File: src/rtl/spi_pkg.sv
// Constants shared by the serial port design files.
package spi_pkg;

    localparam logic [4:0] OFF_MODE_CTRL  = 5'h00;
    localparam logic [4:0] OFF_FORMAT     = 5'h04;
    localparam logic [4:0] OFF_DATA       = 5'h08;
    localparam logic [4:0] OFF_INT_STATUS = 5'h0c;
    localparam logic [4:0] OFF_INT_MASK   = 5'h10;

    localparam logic [7:0] MODE_CTRL_RESET = 8'he0;
    localparam logic [7:0] FORMAT_RESET    = 8'h00;
    localparam logic [7:0] DATA_RESET      = 8'h00;

    localparam int MODE_MSB  = 7;
    localparam int MODE_LSB  = 5;
    localparam int DEB_MSB   = 3;
    localparam int DEB_LSB   = 2;
    localparam int EN_BIT    = 1;
    localparam int ICF_BIT   = 0;

    localparam int SPARE_MSB = 7;
    localparam int SPARE_LSB = 6;
    localparam int POL_BIT   = 5;
    localparam int EDGE_BIT  = 4;
    localparam int ORDER_BIT = 3;
    localparam int SELECT_PIN_ENABLE_BIT  = 2;
    localparam int WRITE_COLLISION_FLAG_BIT  = 1;
    localparam int TRF_BIT   = 0;

    localparam int IRQ_DONE_BIT = 0;
    localparam int IRQ_WRITE_COLLISION_FLAG_BIT = 1;
    localparam int IRQ_ICF_BIT  = 2;

    localparam logic [2:0] MODE_M_DIV4  = 3'h0;
    localparam logic [2:0] MODE_M_DIV16 = 3'h1;
    localparam logic [2:0] MODE_M_DIV64 = 3'h2;
    localparam logic [2:0] MODE_M_SUB   = 3'h3;
    localparam logic [2:0] MODE_M_TMR   = 3'h4;
    localparam logic [2:0] MODE_SLAVE   = 3'h5;
    localparam logic [2:0] MODE_I2C     = 3'h6;

    localparam logic [4:0] HALF_DIV4  = 5'h01;
    localparam logic [4:0] HALF_DIV16 = 5'h07;
    localparam logic [4:0] HALF_DIV64 = 5'h1f;

    localparam logic [4:0] MASTER_LAST_EDGE = 5'h0f;
    localparam logic [3:0] SLAVE_LAST_BIT   = 4'h7;

    typedef enum logic [1:0] {PORT_OFF, PORT_MASTER, PORT_SLAVE} port_role_t;

endpackage : spi_pkg

File: src/rtl/spi_master_slave_port.sv
// Four-line SPI master/slave port with a classic Wishbone register slave.
//
// Overview of operation
// - Three-bit mode field picks SPI master or slave; the I2C code leaves the port off.
// - Full duplex, master or slave role.
// - Master starts transfers and drives serial clock.
// - Lines: data in, data out, clock, select.
// - Enable bit gates function, settings are kept.
// - Select enable off leaves select pin floating.
// - One eight-bit data register for both directions.
// - Bit order selectable, LSB or MSB first.
// - Capture on rising or falling clock edge.
// - Mode and format registers hold the controls.
// - Pins are assigned by outside pin sharing.
// - Mode codes pick clock source or slave.
// - Master data write starts one byte exchange.
// - Complete flag sets, stays until software clears.
// - Write while busy ignored, sets collision flag.
`timescale 1ns/1ps
module spi_master_slave_port
    import spi_pkg::*;
#(
    parameter int ADDR_W = 8
) (
    input  wire logic              clk_i,
    input  wire logic              rst_i,
    input  wire logic [ADDR_W-1:0] adr_i,
    input  wire logic [31:0]       dat_i,
    output logic      [31:0]       dat_o,
    input  wire logic              we_i,
    input  wire logic [3:0]        sel_i,
    input  wire logic              stb_i,
    input  wire logic              cyc_i,
    output logic                   ack_o,
    input  wire logic              sck_i,
    output logic                   sck_o,
    output logic                   sck_oe_o,
    input  wire logic              sdi_i,
    output logic                   sdo_o,
    output logic                   sdo_oe_o,
    input  wire logic              scs_n_i,
    output logic                   scs_n_o,
    output logic                   scs_n_oe_o,
    input  wire logic              sub_clk_i,
    input  wire logic              tmr_match_i,
    output logic                   irq_o
);

    generate
        if (ADDR_W < 6)
        begin : g_addr_check
            $error("ADDR_W must be at least 6.");
        end
    endgenerate

    logic [7:0] mode_reg;
    logic [7:0] format_reg;
    logic [7:0] data_reg;
    logic       trf_reg;
    logic       write_collision_flag_reg;
    logic       icf_reg;
    logic [2:0] int_status_reg;
    logic [2:0] int_mask_reg;
    logic       busy_reg;
    logic [4:0] edge_cnt_reg;
    logic [3:0] bit_cnt_reg;
    logic [4:0] div_cnt_reg;
    logic [3:0] pins_prev_reg;
    logic [3:0] pins_s;
    logic [7:0] rdata;

    // Pins from outside pass the three-stage synchroniser.
    pin_sync3 #(
        .W    (4),
        .INIT (4'h6)
    ) u_sync (
        .clk_i    (clk_i),
        .rst_i    (rst_i),
        .pin_i    ({sub_clk_i, scs_n_i, sck_i, sdi_i}),
        .stable_o (pins_s)
    );

    always_ff @(posedge clk_i)
    begin
        if (rst_i)
        begin
            pins_prev_reg <= 4'h6;
        end
        else
        begin
            pins_prev_reg <= pins_s;
        end
    end

    wire logic       sdi_s     = pins_s[0];
    wire logic       sck_rise  = pins_s[1] & ~pins_prev_reg[1];
    wire logic       sck_fall  = ~pins_s[1] & pins_prev_reg[1];
    wire logic       scs_rise  = pins_s[2] & ~pins_prev_reg[2];
    wire logic       sub_edge  = pins_s[3] ^ pins_prev_reg[3];
    wire logic [2:0] op_mode_field = mode_reg[MODE_MSB:MODE_LSB];
    wire logic       module_enable = mode_reg[EN_BIT];
    wire logic       clock_idle_level  = format_reg[POL_BIT];
    wire logic       clock_edge_sel    = format_reg[EDGE_BIT];
    wire logic       bit_order_sel     = format_reg[ORDER_BIT];
    wire logic       select_pin_enable = format_reg[SELECT_PIN_ENABLE_BIT];

    port_role_t role;
    always_comb
    begin
        role = PORT_OFF;
        if (module_enable)
        begin
            if (op_mode_field <= MODE_M_TMR)
            begin
                role = PORT_MASTER;
            end
            else if (op_mode_field == MODE_SLAVE)
            begin
                role = PORT_SLAVE;
            end
        end
    end

    wire logic is_master   = (role == PORT_MASTER);
    wire logic is_slave    = (role == PORT_SLAVE);
    wire logic idle_level  = ~clock_idle_level;
    wire logic cap_rising  = (clock_idle_level == clock_edge_sel);
    wire logic slave_sel   = ~select_pin_enable | ~pins_s[2];
    wire logic busy_any    = busy_reg | (bit_cnt_reg != 4'h0);

    // Master bit clock: half-period ticks from the chosen source.
    logic half_tick;
    always_comb
    begin
        case (op_mode_field)
            MODE_M_DIV4:  half_tick = (div_cnt_reg == HALF_DIV4);
            MODE_M_DIV16: half_tick = (div_cnt_reg == HALF_DIV16);
            MODE_M_DIV64: half_tick = (div_cnt_reg == HALF_DIV64);
            MODE_M_SUB:   half_tick = sub_edge;
            MODE_M_TMR:   half_tick = tmr_match_i;
            default:      half_tick = 1'b0;
        endcase
    end

    // Select falls one half period ahead of the first clock edge.
    wire logic m_edge  = busy_reg & half_tick & ~scs_n_o;
    wire logic m_cap   = m_edge & (~sck_o == cap_rising);
    wire logic m_shf   = m_edge & (~sck_o != cap_rising);
    wire logic s_act   = is_slave & slave_sel;
    wire logic s_cap   = s_act & (cap_rising ? sck_rise : sck_fall);
    wire logic s_shf   = s_act & (cap_rising ? sck_fall : sck_rise);
    wire logic cap     = m_cap | s_cap;
    wire logic shf     = m_shf | s_shf;
    wire logic m_done  = m_edge & (edge_cnt_reg == MASTER_LAST_EDGE);
    wire logic s_done  = s_cap & (bit_cnt_reg == SLAVE_LAST_BIT);
    wire logic s_abort = is_slave & select_pin_enable & scs_rise & (bit_cnt_reg != 4'h0);

    // Wishbone decode: one request per handshake, answer one cycle later.
    wire logic req     = cyc_i & stb_i & ~ack_o;
    wire logic wr      = req & we_i & sel_i[0];
    wire logic hi_zero = (adr_i[ADDR_W-1:5] == '0);
    wire logic [7:0] wd = dat_i[7:0];
    wire logic wr_mode = wr & hi_zero & (adr_i[4:0] == OFF_MODE_CTRL);
    wire logic wr_fmt  = wr & hi_zero & (adr_i[4:0] == OFF_FORMAT);
    wire logic wr_data = wr & hi_zero & (adr_i[4:0] == OFF_DATA);
    wire logic wr_sts  = wr & hi_zero & (adr_i[4:0] == OFF_INT_STATUS);
    wire logic wr_mask = wr & hi_zero & (adr_i[4:0] == OFF_INT_MASK);
    wire logic wr_ok   = wr_data & ~busy_any;
    wire logic collide = wr_data & busy_any;
    wire logic done    = m_done | s_done | s_abort;

    function automatic logic out_bit(input logic [7:0] v, input logic msb_first);
        out_bit = msb_first ? v[7] : v[0];
    endfunction : out_bit

    always_comb
    begin
        rdata = 8'h00;
        if (hi_zero)
        begin
            case (adr_i[4:0])
                OFF_MODE_CTRL:  rdata = {mode_reg[7:5], 1'b0, mode_reg[3:1], icf_reg};
                OFF_FORMAT:     rdata = {format_reg[7:2], write_collision_flag_reg, trf_reg};
                OFF_DATA:       rdata = data_reg;
                OFF_INT_STATUS: rdata = {5'h00, int_status_reg};
                OFF_INT_MASK:   rdata = {5'h00, int_mask_reg};
                default:        rdata = 8'h00;
            endcase
        end
    end

    always_ff @(posedge clk_i)
    begin
        if (rst_i)
        begin
            ack_o <= 1'b0;
            dat_o <= 32'h0000_0000;
        end
        else
        begin
            ack_o <= req;
            if (req)
            begin
                dat_o <= {24'h00_0000, rdata};
            end
        end
    end

    // Control registers keep their values while the port is disabled.
    always_ff @(posedge clk_i)
    begin
        if (rst_i)
        begin
            mode_reg   <= MODE_CTRL_RESET;
            format_reg <= FORMAT_RESET;
        end
        else
        begin
            if (wr_mode)
            begin
                mode_reg <= {wd[7:5], 1'b0, wd[3:1], 1'b0};
            end
            if (wr_fmt)
            begin
                format_reg <= {wd[7:2], 2'b00};
            end
        end
    end

    // Status flags: a hardware set wins over a software write.
    always_ff @(posedge clk_i)
    begin
        if (rst_i)
        begin
            trf_reg  <= 1'b0;
            write_collision_flag_reg <= 1'b0;
            icf_reg  <= 1'b0;
        end
        else
        begin
            trf_reg  <= done | (wr_fmt ? wd[TRF_BIT] : trf_reg);
            write_collision_flag_reg <= collide | (wr_fmt ? wd[WRITE_COLLISION_FLAG_BIT] : write_collision_flag_reg);
            icf_reg  <= s_abort | (wr_mode ? wd[ICF_BIT] : icf_reg);
        end
    end

    always_ff @(posedge clk_i)
    begin
        if (rst_i)
        begin
            int_status_reg <= 3'h0;
            int_mask_reg   <= 3'h0;
            irq_o          <= 1'b0;
        end
        else
        begin
            int_status_reg[IRQ_DONE_BIT] <= done |
                (int_status_reg[IRQ_DONE_BIT] & ~(wr_sts & wd[IRQ_DONE_BIT]));
            int_status_reg[IRQ_WRITE_COLLISION_FLAG_BIT] <= collide |
                (int_status_reg[IRQ_WRITE_COLLISION_FLAG_BIT] & ~(wr_sts & wd[IRQ_WRITE_COLLISION_FLAG_BIT]));
            int_status_reg[IRQ_ICF_BIT]  <= s_abort |
                (int_status_reg[IRQ_ICF_BIT] & ~(wr_sts & wd[IRQ_ICF_BIT]));
            if (wr_mask)
            begin
                int_mask_reg <= wd[2:0];
            end
            irq_o <= |(int_status_reg & int_mask_reg);
        end
    end

    // The data register is also the shift register.
    always_ff @(posedge clk_i)
    begin
        if (rst_i)
        begin
            data_reg <= DATA_RESET;
        end
        else if (wr_ok)
        begin
            data_reg <= wd;
        end
        else if (cap)
        begin
            data_reg <= bit_order_sel ? {data_reg[6:0], sdi_s}
                                      : {sdi_s, data_reg[7:1]};
        end
    end

    // Master transfer sequencing.
    always_ff @(posedge clk_i)
    begin
        if (rst_i)
        begin
            busy_reg     <= 1'b0;
            edge_cnt_reg <= 5'h00;
            div_cnt_reg  <= 5'h00;
        end
        else if (!is_master)
        begin
            busy_reg     <= 1'b0;
            edge_cnt_reg <= 5'h00;
            div_cnt_reg  <= 5'h00;
        end
        else
        begin
            if (wr_ok)
            begin
                busy_reg     <= 1'b1;
                edge_cnt_reg <= 5'h00;
            end
            else if (m_done)
            begin
                busy_reg <= 1'b0;
            end
            else if (m_edge)
            begin
                edge_cnt_reg <= edge_cnt_reg + 5'h01;
            end
            if (!busy_reg || half_tick)
            begin
                div_cnt_reg <= 5'h00;
            end
            else
            begin
                div_cnt_reg <= div_cnt_reg + 5'h01;
            end
        end
    end

    // Slave bit counting; select release mid-byte aborts the byte.
    always_ff @(posedge clk_i)
    begin
        if (rst_i)
        begin
            bit_cnt_reg <= 4'h0;
        end
        else if (!is_slave || !slave_sel || s_done || s_abort)
        begin
            bit_cnt_reg <= 4'h0;
        end
        else if (s_cap)
        begin
            bit_cnt_reg <= bit_cnt_reg + 4'h1;
        end
    end

    // Pin drivers; a slave never drives the clock.
    always_ff @(posedge clk_i)
    begin
        if (rst_i)
        begin
            sck_o      <= 1'b1;
            sck_oe_o   <= 1'b0;
            sdo_o      <= 1'b0;
            sdo_oe_o   <= 1'b0;
            scs_n_o    <= 1'b1;
            scs_n_oe_o <= 1'b0;
        end
        else
        begin
            sck_oe_o   <= is_master;
            scs_n_oe_o <= is_master & select_pin_enable;
            sdo_oe_o   <= is_master | s_act;
            if (!busy_reg)
            begin
                scs_n_o <= 1'b1;
            end
            else if (half_tick)
            begin
                scs_n_o <= 1'b0;
            end
            if (!busy_reg)
            begin
                sck_o <= idle_level;
            end
            else if (m_edge)
            begin
                sck_o <= ~sck_o;
            end
            if (wr_ok)
            begin
                sdo_o <= out_bit(wd, bit_order_sel);
            end
            else if (!busy_any)
            begin
                sdo_o <= out_bit(data_reg, bit_order_sel);
            end
            else if (shf)
            begin
                sdo_o <= out_bit(data_reg, bit_order_sel);
            end
        end
    end

endmodule : spi_master_slave_port

File: src/rtl/pin_sync3.sv
// Three-stage input synchroniser whose output follows once stages two and three agree.
`timescale 1ns/1ps
module pin_sync3 #(
    parameter int             W    = 1,
    parameter logic [W-1:0]   INIT = '0
) (
    input  wire logic         clk_i,
    input  wire logic         rst_i,
    input  wire logic [W-1:0] pin_i,
    output logic      [W-1:0] stable_o
);

    genvar g;
    generate
        for (g = 0; g < W; g++)
        begin : g_bit
            logic s1_reg;
            logic s2_reg;
            logic s3_reg;
            always_ff @(posedge clk_i)
            begin
                if (rst_i)
                begin
                    s1_reg      <= INIT[g];
                    s2_reg      <= INIT[g];
                    s3_reg      <= INIT[g];
                    stable_o[g] <= INIT[g];
                end
                else
                begin
                    s1_reg <= pin_i[g];
                    s2_reg <= s1_reg;
                    s3_reg <= s2_reg;
                    if (s2_reg == s3_reg)
                    begin
                        stable_o[g] <= s3_reg;
                    end
                end
            end
        end
    endgenerate

endmodule : pin_sync3

File: config.mk
export PLATFORM = sky130hd
export DESIGN_NAME = spi_master_slave_port
export DESIGN_NICKNAME = d
export VERILOG_FILES = /design/src/rtl/spi_pkg.sv /design/src/rtl/spi_master_slave_port.sv /design/src/rtl/pin_sync3.sv
export SDC_FILE = /design/constraint.sdc
export NUM_CORES = 1
export LEC_CHECK = 0
export ABC_AREA = 1
export BUFFER_PORTS_ARGS = -buffer_cell sky130_fd_sc_hd__buf_2
export CAP_MARGIN = 10
export CORE_UTILIZATION = 53
export DETAILED_ROUTE_END_ITERATION = 12
export PLACE_DENSITY = 0.77
export SLEW_MARGIN = 40
export SYNTH_ARGS = -nofsm -noshare
export SYNTH_HDL_FRONTEND = slang
export SYNTH_SLANG_ARGS = --single-unit
File: constraint.sdc
create_clock -name clk_i -period 2.1 [get_ports clk_i]
set_clock_uncertainty 0.2 [all_clocks]
set_input_delay 0.105 -clock clk_i [delete_from_list [all_inputs] [get_ports clk_i]]
set_output_delay 0.105 -clock clk_i [all_outputs]
set_load 0.1 [all_outputs]
Word-level counts from Yosys, hierarchy flattened
Index checks and enable logic that the tools add are counted.
Storage, ports and cells
  register bits: 80
  input port bits: 54
  output and inout port bits: 40
  logic and storage cells: 175
Operators by class
  add/subtract/negate cells: 3
  magnitude comparators: 1
  equal/unequal tests: 25
  multiplexer cells: 23
  bitwise logic cells: 65
  reductions and logical operators: 20
Operators with widths (count)
  8-bit case mux with 5 select lines: 1
  1-bit AND: 34
  8-bit two-way mux: 4
  1-bit inverter: 16
  5-bit by 4-bit == test with 1-bit output (second input constant): 3
  1-bit two-way mux: 14
  1-bit bitwise OR: 13
  5-bit by 1-bit adder with 5-bit output (second input constant): 2
  5-bit by 3-bit == test with 1-bit output (second input constant): 2
  5-bit == test (second input constant): 2
  3-bit OR reduction: 3
  1-bit == test: 6
  3-bit by 2-bit == test with 1-bit output (second input constant): 2
  3-bit == test (second input constant): 2
  3-bit zero test: 2
  2-bit two-way mux: 3
  2-bit OR reduction: 3
  5-bit by 1-bit == test with 1-bit output (second input constant): 1
  5-bit zero test: 1
  1-bit case mux with 5 select lines: 1
  4-bit by 1-bit adder with 4-bit output (second input constant): 1
  4-bit by 3-bit == test with 1-bit output (second input constant): 1
  1-bit logical OR: 4
  2-bit nonzero test: 2
  other kinds (12): 14

Longest topological paths before layout
  depth in word-level cells: 11
  gate-level depth with buffers: 13
  gate-level depth less buffers: 13

Modules after synthesis
From an unflattened synthesis, not the netlist that was laid out.
Unflattened totals
  cell total of the unflattened synthesis: 558
  area, all modules: 3936.3 um^2
Modules (own cells, without submodules)
  spi_master_slave_port: times used 1, cells each 500, area each 3428.3 um^2
  pin_sync3: times used 1, cells each 58, area each 508.0 um^2

Least setup slack after synthesis
Ideal clock, no wire load.
  path type: reg2reg
  start point: register ack_o
  end point: register data_reg[0]
  arrival time: 1.976 ns
  data required time: 1.785 ns
  setup slack: -0.191 ns
  cell stages (with the launch flop): 11
  path buffers: 1
  cell sequence: dfxtp_1 inv_1 nand3_1 nor2_1 nand2_2 nor2_1 nand2_1 clkbuf_1 o21ai_0 a21oi_1 nor2_1
Between the ends
  longest elaborated chain between the ends: 8
  elaborated cells between the ends (all ways): 9
  those cells by class: 1 x mux; 7 x bitwise; 1 x reduce/logical
RTL lines
  start: declaration: RTL line spi_master_slave_port.sv:34  | output logic ack_o,
  start signal: assignment: RTL line spi_master_slave_port.sv:201  | ack_o <= req;
  1-bit inverter *: RTL line spi_master_slave_port.sv:159  | wire logic req = cyc_i & stb_i & ~ack_o;
  1-bit AND *: RTL line spi_master_slave_port.sv:159
  1-bit AND * (2 in a row): RTL line spi_master_slave_port.sv:160  | wire logic wr = req & we_i & sel_i[0];
  1-bit AND * (2 in a row): RTL line spi_master_slave_port.sv:165  | wire logic wr_data = wr & hi_zero & (adr_i[4:0] == OFF_DATA);
  1-bit AND *: RTL line spi_master_slave_port.sv:168  | wire logic wr_ok = wr_data & ~busy_any;
  8-bit two-way mux or 2-bit nonzero test (tied branches)
  end signal: assignment: RTL line spi_master_slave_port.sv:280  | data_reg <= wd;
  end signal: assignment: RTL line spi_master_slave_port.sv:284  | data_reg <= bit_order_sel ? {data_reg[6:0], sdi_s}
  end: declaration: RTL line spi_master_slave_port.sv:58  | logic [7:0] data_reg;
Mark *: on every way between the ends. The rest lies on a longest branch, timed or not.
A chain may end at the register's enable or synchronous reset.

Worst setup path in the final report
  start point: register bit_cnt_reg[0]
  end point: register data_reg[3]
Between the ends
  longest elaborated chain between the ends: 5
  elaborated cells between the ends (all ways): 6
  those cells by class: 1 x mux; 3 x bitwise; 2 x reduce/logical
RTL lines
  start: declaration: RTL line spi_master_slave_port.sv:66  | logic [3:0] bit_cnt_reg;
  start signal: assignment: RTL line spi_master_slave_port.sv:343  | bit_cnt_reg <= bit_cnt_reg + 4'h1;
  4-bit nonzero test *: RTL line spi_master_slave_port.sv:129  | wire logic busy_any = busy_reg | (bit_cnt_reg != 4'h0);
  1-bit bitwise OR *: RTL line spi_master_slave_port.sv:129
  1-bit inverter *: RTL line spi_master_slave_port.sv:168
  1-bit AND *: RTL line spi_master_slave_port.sv:168
  8-bit two-way mux or 2-bit nonzero test (tied branches)
Marked as above.

==> out/metrics.csv <==
metric,value,unit
Final Cell Area,4440,µm²
core area,6870,µm²
drc violations,0,
"Distinct cells, synth",31,
Routed WL per cell,11.8,µm
Syn-to-layout area delta,16.0,%
FMAX,504,MHz
Worst-path clk slew,0.08,ns
maximum vdd drop,0.000451,V
switching share of power,29.6,%
vias in the first global route,3235,
TritonCTS Buffers,9,
CTS sink cnt,79,
Max Cap Viol,0,
IO buf count,42,
Final period util,94.5,%
P_int,1.99,mW
#FFs+latches synth,79,
layout cells sized above 1,15.7,%
routed vias/inst,4.99,
Register-to-Register Path Depth,9,
Tmin final,1.99,ns
dpl cell area,4100,µm²
reported net switching power,0.836,mW
# diodes,0,
detailed placement HPWL,6250,µm
Die Y,87.0,µm
die area,7570,µm²
remaining antenna violation count,0,
Routed WL,8530,µm
Worst setup EP type,flip-flop,
Final TNS setup,0,ns
CP Data Required Time,2.16,ns
WHS,0.0122,ns
nets,679,
FF-to-FF Start,bit_cnt_reg[0],
Arrival @ worst endpoint,2.04,ns
via count,3597,
Hold Path Class,in -> reg,
pwr/cell area,636,nW/µm²
final hold viol count,0,
Crit. Startpoint,bit_cnt_reg[0],
RSZ-0062 raised after global routing,no,
Tot GR Track Use,24.6,%
Max Root-Sink Buffers,2,
post-CTS sizing,0,
number of detailed-route iterations in the first pass,5,
die width,87.0,µm
synth warn,0,
Routability Congestion,0.894,
Slew Limit Fails,0,
reg2reg end,data_reg[3],
first-pass GRT wire length,14200,µm
H-tree levels,3,
Initial Utilization,55.8,%
Placement Rows,30,
Fill cells,613,
Post-Syn Area,3830,µm²
Iteration-0 DRC Markers,210,
pin count of the biggest net entering global routing,34,
crit path capture,data_reg[3],
IO Pins,94,
Lkg Pwr,2.04,nW
R2R Setup Slk,0.11,ns
CTS tree,yes,
CTS root buf,clkbuf_8,
Worst setup SP type,flip-flop,
Clock Power Share,35.4,%
share of power burned in registers,53.4,%
Final setup viols,0,
gr ovfl total,0,
crit-path max FO,16,
post-synthesis sequential area ratio,41.3,%
Comb pwr share,11.1,%
Crit Path Class,reg -> reg,
Post-Synthesis Cells,553,
initial antenna violation count,0,
syn avg cell area,6.93,µm²
worst skew pair latency,0.36,ns
outcome,completed,
==> critical path, cell delays in order (launching register included) <==
cell and delay (ns):
dfxtp_1 0.34, inv_1 0.08, ha_1 0.16, nand3_1 0.19, nor3_4 0.28, buf_4 0.21
nor2_4 0.06, buf_12 0.14, a21oi_1 0.15, nor2_1 0.06
==> worst min path at each step <==
stage               depth (start not counted)  slack [ns]                endpoint     start
detailed placement                          2        0.09  u_sync.g_bit[1].s1_reg     sck_i
global route                                4        0.04                dat_o[5]  adr_i[4]
global placement                            2        0.09  u_sync.g_bit[1].s1_reg     sck_i
finish                                      4        0.01                dat_o[5]  adr_i[4]
CTS                                         4        0.01                dat_o[5]  adr_i[4]
floorplan                                   1       0.009  u_sync.g_bit[1].s1_reg     sck_i
==> power groups by stage <==
stage	Clock (mW)	Sequential, mW	Combinational [mW]
after global routing	1.08	1.51	0.332
after detailed placement	0	1.55	0.292
final	1.00	1.51	0.315
after floorplan	0	1.55	0.271
after CTS	1.02	1.51	0.314
after global placement	0	1.55	0.291
==> final cells by class <==
class	count	area, µm²	area share (%)
clock buffer	9	124	2.79
clock inverter	7	47.5	1.07
inverter	69	259	5.83
multi-input combinational	390	1830	41.2
sequential	79	1580	35.6
tap	96	120	2.70
timing repair buffer	71	478	10.8
==> logic make-up after synthesis <==
family,synth area share (%)
xor+xnor,1.60
other cells,0.0979
buf+inv,13.1
simple gates,29.1
fa+ha+maj,1.63
compound gates,13.1
flops,41.3
==> stage by stage <==
stage          total power, mW  worst slack, ns  std cells  utilization (%)
6_report                  2.83            0.115        721             64.7
5_1_grt                   2.93          0.00416        721             64.7
4_1_cts                   2.84            0.152        720             64.4
3_5_place_dp              1.84            0.163        689             59.7
3_3_place_gp              1.84            0.208        689             59.7
2_1_floorplan             1.82         0.000100        576                -
==> cell usage in the layout, fill, tap and decap left out, drive strengths merged, types with 6 or more instances in the layout <==
| master | netlist | layout |
|---|---|---|
| dlygate4sd3 | 0 | 15 |
| xor2 | 7 | 7 |
| buf | 28 | 56 |
| nand3 | 33 | 33 |
| conb | 1 | 24 |
| clkbuf | 10 | 9 |
| dfxtp | 79 | 79 |
| o21ai | 43 | 43 |
| nand2 | 136 | 136 |
| nor2 | 63 | 63 |
| or2 | 6 | 6 |
| inv | 69 | 70 |
| nor3 | 12 | 12 |
| a21oi | 47 | 47 |
==> cells in the mapped netlist (all sizes together) <==
master  instances  share of area (%)
nand4           5               0.82
o211ai          3               0.59
nor2           63                6.9
buf            28                5.4
nand3          33                4.6
conb            1              0.098
nand3b          1               0.20
a21oi          47                6.2
nor3           12                2.0
dfxtp          79                 41
o21ai          43                5.6
or2             6               0.98
a211oi          1               0.20
nand2         136                 13
nor3b           1               0.20
xor2            7                1.6
ha              5                1.6
o22ai           3               0.49
clkbuf         10               0.98
inv            69                6.8
==> routing by layer <==
| metal | global-route usage (%) | share of wire (%) | vias up |
|---|---|---|---|
| li1 | - | - | 1840 |
| met1 | 30.5 | 45 | 1598 |
| met2 | 40.9 | 46 | 138 |
| met3 | 4.08 | 6.3 | 21 |
| met4 | 12.7 | 2.6 | 0 |
| met5 | 0 | 0 | - |
==> what timing repair did <==
item,CTS,global route
setup endpoints to repair,0,3
hold endpoints to repair,32,0
hold buffers,15,0
buffers inserted,0,1
Note: power is estimated with default switching activity, not from simulation.
